**src/afz_pkg.sv**
```systemverilog
/*
  afz_pkg: register indices, reset values, field layouts and the zone/apb-response
  carrier structs of the automatic fan zone-limit block.
  assumes: an APB slave with 32-bit data; registers sit one per aligned word.
*/
package afz_pkg;

  // ------------------------------------------------------------------
  // register indices (byte address = 4 * index)
  // ------------------------------------------------------------------
  localparam logic [7:0] IDX_MIN_DUTY_1   = 8'h64;
  localparam logic [7:0] IDX_MIN_DUTY_2   = 8'h65;
  localparam logic [7:0] IDX_MIN_DUTY_3   = 8'h66;
  localparam logic [7:0] IDX_LOW_LIMIT_1  = 8'h67;
  localparam logic [7:0] IDX_LOW_LIMIT_2  = 8'h68;
  localparam logic [7:0] IDX_LOW_LIMIT_3  = 8'h69;
  localparam logic [7:0] IDX_ABS_LIMIT_1  = 8'h6a;
  localparam logic [7:0] IDX_ABS_LIMIT_2  = 8'h6b;
  localparam logic [7:0] IDX_ABS_LIMIT_3  = 8'h6c;
  localparam logic [7:0] IDX_TEST_A       = 8'h6d;
  localparam logic [7:0] IDX_TEST_B       = 8'h6e;
  localparam logic [7:0] IDX_CONTROL      = 8'h80;
  localparam logic [7:0] IDX_STATUS       = 8'h81;

  // ------------------------------------------------------------------
  // reset values
  // ------------------------------------------------------------------
  localparam logic [7:0] RST_MIN_DUTY     = 8'h80;
  localparam logic [7:0] RST_LOW_LIMIT    = 8'h80;
  localparam logic [7:0] RST_ABS_LIMIT    = 8'h64;
  localparam logic [7:0] RST_TEST_A       = 8'h44;
  localparam logic [7:0] RST_TEST_B       = 8'h40;
  localparam logic [7:0] ABS_DISABLED     = 8'h80;
  localparam logic [7:0] TEST_B_WR_MASK   = 8'hf0;
  localparam logic [7:0] DUTY_FULL        = 8'hff;

  // ------------------------------------------------------------------
  // control register fields
  // ------------------------------------------------------------------
  localparam int CTL_LOCK_BIT   = 0;
  localparam int CTL_AUTO_LSB   = 1;
  localparam int CTL_DIS_LSB    = 4;
  localparam int CTL_RANGE_LSB  = 8;
  localparam int RANGE_W        = 4;
  localparam int NUM_FANS       = 3;

  // last pwm count; period is 255 sys_clk cycles (one duty step per cycle)
  localparam logic [7:0] PWM_LAST_STEP = 8'hfe;

  // ------------------------------------------------------------------
  // carriers
  // ------------------------------------------------------------------
  typedef struct packed {
    logic [7:0] min_duty;
    logic [7:0] low_limit;
    logic [7:0] abs_limit;
  } afz_zone_t;

  typedef struct packed {
    logic [7:0] prdata;
    logic       pready;
  } afz_apb_rsp_t;

endpackage : afz_pkg

```
**src/afz_zone_limits.sv**
```systemverilog
/*
  afz_zone_limits: zone limit / minimum duty registers and the automatic
  duty computation for three fan outputs, with absolute-limit override.
  assumes: zone temperatures arrive synchronous to sys_clk as signed degrees;
  supply_power_good rises once per main-supply power-on.
*/
`timescale 1ns/1ps

module afz_zone_limits #(
  parameter int NUM_ZONES = 3
) (
  input  wire logic                 sys_clk_i,
  input  wire logic                 sys_rst_i,
  input  wire logic                 clk_en_i,
  input  wire logic                 supply_power_good_i,
  input  wire logic [NUM_ZONES*8-1:0] zone_temp_i,
  input  wire logic [NUM_ZONES*8-1:0] manual_duty_i,
  input  wire logic                 psel_i,
  input  wire logic                 penable_i,
  input  wire logic                 pwrite_i,
  input  wire logic [11:0]          paddr_i,
  input  wire logic [31:0]          pwdata_i,
  output logic                      pready_o,
  output logic                      pslverr_o,
  output logic [31:0]               prdata_o,
  output logic                      fan_output_1_o,
  output logic                      fan_output_2_o,
  output logic                      fan_output_3_o,
  output logic                      full_speed_o
);

  // ------------------------------------------------------------------
  // state
  // ------------------------------------------------------------------
  typedef struct packed {
    afz_pkg::afz_zone_t [NUM_ZONES-1:0] zone;
    logic [7:0]                         test_a;
    logic [7:0]                         test_b;
    logic                               lock;
    logic [NUM_ZONES-1:0]               auto_en;
    logic [NUM_ZONES-1:0]               disabled;
    logic [NUM_ZONES*4-1:0]             range;
    logic [NUM_ZONES*8-1:0]             duty;
    logic                               override;
    logic [7:0]                         pwm_cnt;
    logic [NUM_ZONES-1:0]               pwm;
    logic                               pg_prev;
    logic                               pready;
    logic                               pslverr;
    logic [31:0]                        prdata;
  } afz_state_t;

  afz_state_t state_reg;
  afz_state_t state_next;

  // range code to whole degrees, fractional entries rounded up
  function automatic logic [7:0] range_deg(input logic [3:0] code);
    logic [7:0] r;
    r = 8'h02;
    unique case (code)
      4'h0: r = 8'h02;
      4'h1: r = 8'h03;
      4'h2: r = 8'h04;
      4'h3: r = 8'h04;
      4'h4: r = 8'h05;
      4'h5: r = 8'h07;
      4'h6: r = 8'h08;
      4'h7: r = 8'h0a;
      4'h8: r = 8'h0e;
      4'h9: r = 8'h10;
      4'ha: r = 8'h14;
      4'hb: r = 8'h1b;
      4'hc: r = 8'h20;
      4'hd: r = 8'h28;
      4'he: r = 8'h36;
      4'hf: r = 8'h50;
    endcase
    return r;
  endfunction : range_deg

  // automatic duty for one zone; signed compare of limits
  function automatic logic [7:0] auto_duty(
    input logic [7:0] temp,
    input logic [7:0] low,
    input logic [7:0] mind,
    input logic [3:0] code
  );
    logic signed [9:0] diff;
    logic [7:0]        rng;
    logic [16:0]       prod;
    logic [7:0]        d;
    diff = 10'(signed'(temp)) - 10'(signed'(low));
    rng  = range_deg(code);
    prod = {9'h000, 8'hff - mind} * {9'h000, diff[7:0]};
    d    = 8'h00;
    if (diff < 10'sd0)
    begin
      d = 8'h00;
    end
    else if (diff >= signed'({2'b00, rng}))
    begin
      d = afz_pkg::DUTY_FULL;
    end
    else
    begin
      d = mind + 8'(prod / 17'(rng));
    end
    return d;
  endfunction : auto_duty

  logic       wr_en;
  logic       rd_en;
  logic [9:0] idx;
  logic       hit;
  logic [7:0] rd_byte;
  logic       any_abs;

  assign idx   = paddr_i[11:2];
  assign wr_en = psel_i && penable_i && pwrite_i && !state_reg.pready;
  assign rd_en = psel_i && penable_i && !pwrite_i && !state_reg.pready;

  // ------------------------------------------------------------------
  // next state
  // ------------------------------------------------------------------
  always_comb
  begin
    state_next = state_reg;
    hit        = 1'b1;
    rd_byte    = 8'h00;
    any_abs    = 1'b0;

    // one-wait-state apb answer
    state_next.pready  = psel_i && penable_i && !state_reg.pready;
    state_next.pslverr = 1'b0;

    for (int z = 0; z < NUM_ZONES; z++)
    begin
      if (state_reg.zone[z].abs_limit != afz_pkg::ABS_DISABLED &&
          signed'(zone_temp_i[z*8 +: 8]) > signed'(state_reg.zone[z].abs_limit))
      begin
        any_abs = 1'b1;
      end
    end
    state_next.override = any_abs && (|state_reg.auto_en);

    for (int f = 0; f < NUM_ZONES; f++)
    begin
      if (state_reg.disabled[f])
      begin
        state_next.duty[f*8 +: 8] = 8'h00;
      end
      else if (state_reg.override)
      begin
        state_next.duty[f*8 +: 8] = afz_pkg::DUTY_FULL;
      end
      else if (state_reg.auto_en[f])
      begin
        state_next.duty[f*8 +: 8] = auto_duty(zone_temp_i[f*8 +: 8],
                                              state_reg.zone[f].low_limit,
                                              state_reg.zone[f].min_duty,
                                              state_reg.range[f*4 +: 4]);
      end
      else
      begin
        state_next.duty[f*8 +: 8] = manual_duty_i[f*8 +: 8];
      end
      // ffh is held high all period; 00h never high
      state_next.pwm[f] = (state_reg.duty[f*8 +: 8] == afz_pkg::DUTY_FULL) ||
                          (state_reg.pwm_cnt < state_reg.duty[f*8 +: 8]);
    end
    state_next.pwm_cnt = (state_reg.pwm_cnt == afz_pkg::PWM_LAST_STEP) ?
                         8'h00 : state_reg.pwm_cnt + 8'h01;

    unique case (idx[7:0])
      afz_pkg::IDX_MIN_DUTY_1:  rd_byte = state_reg.zone[0].min_duty;
      afz_pkg::IDX_MIN_DUTY_2:  rd_byte = state_reg.zone[1].min_duty;
      afz_pkg::IDX_MIN_DUTY_3:  rd_byte = state_reg.zone[2].min_duty;
      afz_pkg::IDX_LOW_LIMIT_1: rd_byte = state_reg.zone[0].low_limit;
      afz_pkg::IDX_LOW_LIMIT_2: rd_byte = state_reg.zone[1].low_limit;
      afz_pkg::IDX_LOW_LIMIT_3: rd_byte = state_reg.zone[2].low_limit;
      afz_pkg::IDX_ABS_LIMIT_1: rd_byte = state_reg.zone[0].abs_limit;
      afz_pkg::IDX_ABS_LIMIT_2: rd_byte = state_reg.zone[1].abs_limit;
      afz_pkg::IDX_ABS_LIMIT_3: rd_byte = state_reg.zone[2].abs_limit;
      afz_pkg::IDX_TEST_A:      rd_byte = state_reg.test_a;
      afz_pkg::IDX_TEST_B:      rd_byte = state_reg.test_b;
      afz_pkg::IDX_CONTROL:     rd_byte = 8'h00;
      afz_pkg::IDX_STATUS:      rd_byte = {4'h0, state_reg.override, state_reg.pwm};
      default:                  hit     = 1'b0;
    endcase
    if (idx[9:8] != 2'b00)
    begin
      hit = 1'b0;
    end

    if (rd_en)
    begin
      state_next.prdata = 32'h0;
      if (idx[7:0] == afz_pkg::IDX_CONTROL && hit)
      begin
        state_next.prdata = {12'h000, state_reg.range, 1'b0, state_reg.disabled,
                             state_reg.auto_en, state_reg.lock};
      end
      else
      begin
        state_next.prdata = {24'h0, rd_byte};
      end
      state_next.pslverr = !hit;
    end

    if (wr_en)
    begin
      state_next.pslverr = !hit;
      if (!state_reg.lock)
      begin
        unique case (idx[7:0])
          afz_pkg::IDX_MIN_DUTY_1:  state_next.zone[0].min_duty  = pwdata_i[7:0];
          afz_pkg::IDX_MIN_DUTY_2:  state_next.zone[1].min_duty  = pwdata_i[7:0];
          afz_pkg::IDX_MIN_DUTY_3:  state_next.zone[2].min_duty  = pwdata_i[7:0];
          afz_pkg::IDX_LOW_LIMIT_1: state_next.zone[0].low_limit = pwdata_i[7:0];
          afz_pkg::IDX_LOW_LIMIT_2: state_next.zone[1].low_limit = pwdata_i[7:0];
          afz_pkg::IDX_LOW_LIMIT_3: state_next.zone[2].low_limit = pwdata_i[7:0];
          afz_pkg::IDX_ABS_LIMIT_1: state_next.zone[0].abs_limit = pwdata_i[7:0];
          afz_pkg::IDX_ABS_LIMIT_2: state_next.zone[1].abs_limit = pwdata_i[7:0];
          afz_pkg::IDX_ABS_LIMIT_3: state_next.zone[2].abs_limit = pwdata_i[7:0];
          afz_pkg::IDX_TEST_A:      state_next.test_a = pwdata_i[7:0];
          afz_pkg::IDX_TEST_B:      state_next.test_b = pwdata_i[7:0] & afz_pkg::TEST_B_WR_MASK;
          afz_pkg::IDX_CONTROL:
          begin
            // lock is sticky until reset: software cannot unlock
            state_next.lock     = pwdata_i[afz_pkg::CTL_LOCK_BIT];
            state_next.auto_en  = pwdata_i[afz_pkg::CTL_AUTO_LSB +: NUM_ZONES];
            state_next.disabled = pwdata_i[afz_pkg::CTL_DIS_LSB +: NUM_ZONES];
            state_next.range    = pwdata_i[afz_pkg::CTL_RANGE_LSB +: NUM_ZONES*4];
          end
          default:                  state_next.lock = state_reg.lock;
        endcase
      end
    end

    // power-good rising edge reloads low limits, beating any write
    state_next.pg_prev = supply_power_good_i;
    if (supply_power_good_i && !state_reg.pg_prev)
    begin
      for (int z = 0; z < NUM_ZONES; z++)
      begin
        state_next.zone[z].low_limit = afz_pkg::RST_LOW_LIMIT;
      end
    end
  end

  // ------------------------------------------------------------------
  // registers
  // ------------------------------------------------------------------
  always_ff @(posedge sys_clk_i)
  begin
    if (sys_rst_i)
    begin
      state_reg <= '0;
      for (int z = 0; z < NUM_ZONES; z++)
      begin
        state_reg.zone[z].min_duty  <= afz_pkg::RST_MIN_DUTY;
        state_reg.zone[z].low_limit <= afz_pkg::RST_LOW_LIMIT;
        state_reg.zone[z].abs_limit <= afz_pkg::RST_ABS_LIMIT;
      end
      state_reg.test_a <= afz_pkg::RST_TEST_A;
      state_reg.test_b <= afz_pkg::RST_TEST_B;
      state_reg.range  <= '1;
    end
    else if (clk_en_i)
    begin
      state_reg <= state_next;
    end
  end

  assign pready_o       = state_reg.pready;
  assign pslverr_o      = state_reg.pslverr;
  assign prdata_o       = state_reg.prdata;
  assign fan_output_1_o = state_reg.pwm[0];
  assign fan_output_2_o = state_reg.pwm[1];
  assign fan_output_3_o = state_reg.pwm[2];
  assign full_speed_o   = state_reg.override;

endmodule : afz_zone_limits

```
**config.mk**
```make
export PLATFORM = sky130hd
export DESIGN_NAME = afz_zone_limits
export DESIGN_NICKNAME = d
export VERILOG_FILES = /design/src/afz_pkg.sv /design/src/afz_zone_limits.sv
export SDC_FILE = /design/constraint.sdc
export NUM_CORES = 2
export LEC_CHECK = 0
export BUFFER_PORTS_ARGS = -buffer_cell sky130_fd_sc_hd__buf_2
export CORE_ASPECT_RATIO = 0.75
export CORE_MARGIN = 3
export CORE_UTILIZATION = 34
export CTS_CLUSTER_SIZE = 24
export DETAILED_ROUTE_END_ITERATION = 10
export GPL_ROUTABILITY_DRIVEN = 0
export SYNTH_ARGS = -nofsm -noshare
export SYNTH_HDL_FRONTEND = slang
export SYNTH_SLANG_ARGS = --single-unit
```
**constraint.sdc**
```tcl
create_clock -name sys_clk_i -period 96.6 [get_ports sys_clk_i]
set_input_delay 14.49 -clock sys_clk_i [delete_from_list [all_inputs] [get_ports sys_clk_i]]
set_output_delay 14.49 -clock sys_clk_i [all_outputs]
set_load 0.05 [all_outputs]
```
# Word level (Yosys, flattened, before mapping)
# Memories as Yosys holds them, arrays and structs flattened. A register that Yosys moved wholly into a read port is not among the register bits.
# Index checks and enable logic that the tools add are counted.
# W data, S select, Z words.
# totals
output_inout_bits	38
ff_bits	174
n_memories	3
elab_cells	173
romBits	336
# mem_list
memory	words	width	read_ports	rd_clocked_by_memory_dff	wr	line	source
(name not given)	16	7	1	1	0	afz_zone_limits.sv:60	unique case (code)
(name not given)	16	7	1	1	0	afz_zone_limits.sv:60	
(name not given)	16	7	1	1	0	afz_zone_limits.sv:60	
# op_classes
eq_ne	21
n_div	3
bitwise_logic	1
order_cmp	12
n_mul	3
n_reduce_logical	40
addsub	10
n_mux	57
# ops
cell	n
$mux W8	38
$mux W99	2
$pmux W8 S12	1
$eq A8 B7 Y1 const B	11
$div A16 B8 Y17	3
$eq A8 B8 Y1 const B	6
$mul A8 B8 Y16	3
$reduce_and A4 Y1	12
$mux W33	1
$ge A9 B9 Y1	3
$lt A9 B1 Y1 const B	3
$sub A8 B8 Y9	3
$add A8 B8 Y8	3
$gt A8 B8 Y1	3
$lt A8 B8 Y1	3
$mux W4	6
$ne A8 B8 Y1 const B	3
$sub A8 B8 Y8 const A	3
$mux W20	1
$mux W18	1
$reduce_or A13 Y1	1
$logic_and A1 B1 Y1	12
$reduce_bool A2 Y1	5
$add A8 B1 Y8 const B	1
7 further kinds	19

# Logic depth before layout (Yosys ltp)
# logic_depth
ltp_word	10
ltp_mapped	211
depth_no_buf	204

# Worst setup path after synthesis
# No wires, ideal clock.
# synth_path
path_type	input to register
start	input zone_temp_i[9]
end	register state_reg[62] (netlist bit)
stages	203
slack_ns	45.080
arrival_time_ns	51.393
setup_ns	0.128
cell_sequence	ha_1 -> nor2b_1 -> o21ai_0 -> nand2b_1 -> a21o_1 -> a21o_1 -> a21o_1 -> a21oi_1 -> xnor2_1 -> or2_2 -> fa_1 -> fa_1 -> inv_1 -> fa_1 -> inv_1 -> fa_1 -> inv_1 -> ha_1 -> (+167 left out) -> nor2b_1 -> o21ai_0 -> nand2b_1 -> a21oi_1 -> o2111ai_1 -> ha_1 -> a21o_1 -> a21oi_1 -> o21bai_1 -> a21oi_1 -> o21bai_1 -> a21oi_1 -> xnor2_1 -> xnor2_1 -> nor2_1 -> o21ai_0 -> a2bb2oi_1 -> nor2_1
# synth_via
elab_chain_cells	9
word_cells_on_any_way	11
# synth_lines
element	line	source
from (decl)	afz_zone_limits.sv:16	input wire logic [NUM_ZONES*8-1:0] zone_temp_i,
$sub A8 B8 Y9 (*)	afz_zone_limits.sv:92	diff = 10'(signed'(temp)) - 10'(signed'(low));
$mul A8 B8 Y16	afz_zone_limits.sv:94	prod = {9'h000, 8'hff - mind} * {9'h000, diff[7:0]};
$div A16 B8 Y17	afz_zone_limits.sv:106	d = mind + 8'(prod / 17'(rng));
$add A8 B8 Y8	afz_zone_limits.sv:106	
$mux W8	afz_zone_limits.sv:100	else if (diff >= signed'({2'b00, rng}))
$mux W8 (*)	afz_zone_limits.sv:96	if (diff < 10'sd0)
$mux W8 (*)	afz_zone_limits.sv:156	else if (state_reg.auto_en[f])
$mux W8 (*)	afz_zone_limits.sv:152	else if (state_reg.override)
$mux W8 (*)	afz_zone_limits.sv:148	if (state_reg.disabled[f])
to (signal assigned)	afz_zone_limits.sv:271	state_reg <= state_next;
to (decl)	afz_zone_limits.sv:53	afz_state_t state_reg;
# Every way passes the cells marked *; elsewhere a longest branch is shown, timed or not.
# A chain may end at the register's enable or synchronous reset.

# Worst setup path in the final report
# layout_path
start	input zone_temp_i[17]
end	register state_reg[69] (netlist bit)
# Same word-level chain as after synthesis.

==> out/qor.yml <==
cts_buffers: 17
path_max_fanout: 17
yosysTopAreaCellShare: 0.190
filler_cell_count: 10700
setup_tns_ns: 0
drtIter0Drc: 2794
hold_viol_final: 0
path_buf_inv: 11
drive_gt1_frac: 0.0833
seq_area_um2: 3660
setup_viol_count_final: 0
place_ws_ns: 37.43
grt_pass1_vias: 30400
startpoint_type: "primary input"
avgSynthCellArea_um2: 7.52
dpl_cell_area_um2: 37000
drtAntennaViolNets: 0
clock_latency_ns: 0.46
die_y_um: 286
start_util: 0.346
grt_max_degree: 75
critPathMaxStageDelay_ns: 0.97
critical_path_class: "primary input to register"
core_um2: 102000
cpMostUsedCell: "o21a_1"
path_clk_slew_ns: 0.07
num_io_pins: 137
cp.arrival_ns: 59.55
ctsHtreeMaxLevel: 4
cts_tree: "done"
setup_ws_ns: 37.37
cts_hold_buffers: 0
vias: 33800
synth_ff_type: "dfxtp_1"
crit_slowest_cell: "o21ai_0"
routed_wl_mm: 107
postSynthCellCount: 4712
clock-skew-final_ns: 0.0222
dr.pass1.iters: 6
num-nets-final: 5446
slew_headroom: 0.0229
multi_input_area_um2: 29600
drt-wirelength-per-cell_um: 17.6
dp_hpwl_mm: 87.0
synth_area_leaders: "ha_1, dfxtp_1, fa_1, nor2_1, a21oi_1"
final_common_cell: "nor2_1"
ys_warn_count: 0
final_cell_mix: "nor2_1, ha_1, inv_1"
fmax_ghz: 0.0169
die_w_um: 379
synth_area_leader_cell: "ha_1"
post-cts-setup-buffers: 0
track_usage: 0.189
dieArea_um2: 108000
tightest_slew_ns: 1.45
maxCapViolCount: 0
post-route-drc-count: 0
grt-ovfl-total: 0
synth-edff-count: 0
status: "finished clean"
area_growth_pct: 6.33
ys_ff_latch: 183
final.period_utilization: 0.613
netlist_area_um2: 35400
cts_root_buf: "clkbuf_16"
ys_types: 123
cp_top_family: "compound AO/OA/AOI/OAI gates"
io_buffer_count: 110
grt_antenna_before_repair: 18
worstPathRequired_ns: 96.92
slew_violations: 0
viasPerCell: 5.59
cts_max_path_buffers: 2
fin_crit_ns: 59.23
timing.hold.ws_ns: 0.448
cts.sinks: 183
placementRows: 101
stdcell_area_um2: 37700
rsz0062_at_grt: "false"
cts_resized: 0
grt_pass1_wl_mm: 168
async_reset_ff_frac: 0
yosysSeqAreaShare: 0.103
cp-end-kind: "register"
hp-class: "register to register"
-- synthesized netlist by cell type, types with 11 or more instances --
| cell | n |
|---|---|
| nor2b_1 | 60 |
| o21bai_1 | 21 |
| nor4_1 | 21 |
| a21boi_0 | 16 |
| a21o_1 | 99 |
| dfxtp_1 | 183 |
| and4_1 | 12 |
| a21oi_1 | 340 |
| fa_1 | 114 |
| buf_4 | 33 |
| o21ai_0 | 196 |
| a22oi_1 | 15 |
| nor2_1 | 569 |
| o21a_1 | 157 |
| a311oi_1 | 11 |
| buf_2 | 14 |
| nand2b_1 | 67 |
| o211a_1 | 12 |
| and2_1 | 48 |
| o22ai_1 | 15 |
| clkbuf_1 | 123 |
| ha_1 | 539 |
| nor3_1 | 153 |
| xnor2_1 | 130 |
| a31oi_1 | 28 |
| or3_1 | 42 |
| xor2_1 | 71 |
| mux2i_1 | 124 |
| a211o_1 | 14 |
| nand4_1 | 50 |
| o221ai_1 | 17 |
| a211oi_1 | 32 |
| or2_2 | 72 |
| and3_1 | 40 |
| nand3_1 | 107 |
| nand2_1 | 350 |
| mux2_2 | 70 |
| o31ai_1 | 63 |
| inv_1 | 369 |
| o211ai_1 | 54 |
-- worst reg2reg max path: cells and delay by family (launching register included) --
family / cells / cell delay [ns]
AOI/OAI and AO/OA: 97 / 23.16
DFF: 1 / 0.47
adders and majority gates: 24 / 8.28
buffers and inverters: 11 / 1.27
xor gates and xnor gates: 2 / 0.68
muxes: 5 / 1.31
and+or+nand+nor: 42 / 10.31
-- per-layer routing --
metal  wire length (µm)  part of all wire  global-route usage
met1              54600              0.51               0.294
met2              42900              0.40               0.273
met3               7960             0.075              0.0367
met4               1050            0.0098              0.0216
met5                 28           0.00026                   0
-- logic make-up (layout without fill, tap and decap cells) --
| group | Yosys count | count (layout) | synth area share |
|---|---|---|---|
| AND/OR/NAND/NOR | 1642 | 1642 | 0.221 |
| AO/OA/AOI/OAI | 1262 | 1262 | 0.242 |
| adder cells (fa/ha/maj) | 654 | 654 | 0.255 |
| buffers and inverters | 560 | 540 | 0.0642 |
| multiplexers | 209 | 209 | 0.0643 |
| XOR/XNOR | 201 | 201 | 0.0497 |
| flip-flops | 183 | 183 | 0.103 |
| other | 1 | 25 | 0.000106 |
-- final timing paths --
kind	from	endpoint	slack [ns]	cells past startpoint
worst max-delay path	zone_temp_i[17]	state_reg[69]	37.37	181
worst min-delay path	prdata_o[13]	prdata_o[13]	0.45	2
worst max register to register	state_reg[163]	state_reg[69]	51.00	181
worst min register to register	prdata_o[13]	prdata_o[13]	0.45	2
-- metrics by stage --
stage	util	cells
floorplan	-	4726
global placement	0.362	6014
detailed placement	0.362	6014
global route	0.368	6047
finish	0.368	6055
CTS	0.368	6045
-- cell type report --
type                            instances  share of cell area
Antenna cell                           10            0.000664
Clock inverter                         11             0.00419
Inverter                              381              0.0380
Sequential cell                       183              0.0973
Timing Repair Buffer                  128              0.0183
Multi-Input combinational cell       3983               0.785
Tap cell                             1339              0.0445
Clock buffer                           20              0.0124
Power is left out: the tool's default activity adds up to more than one toggle a clock period on the data nets, which glitch-free logic cannot reach.
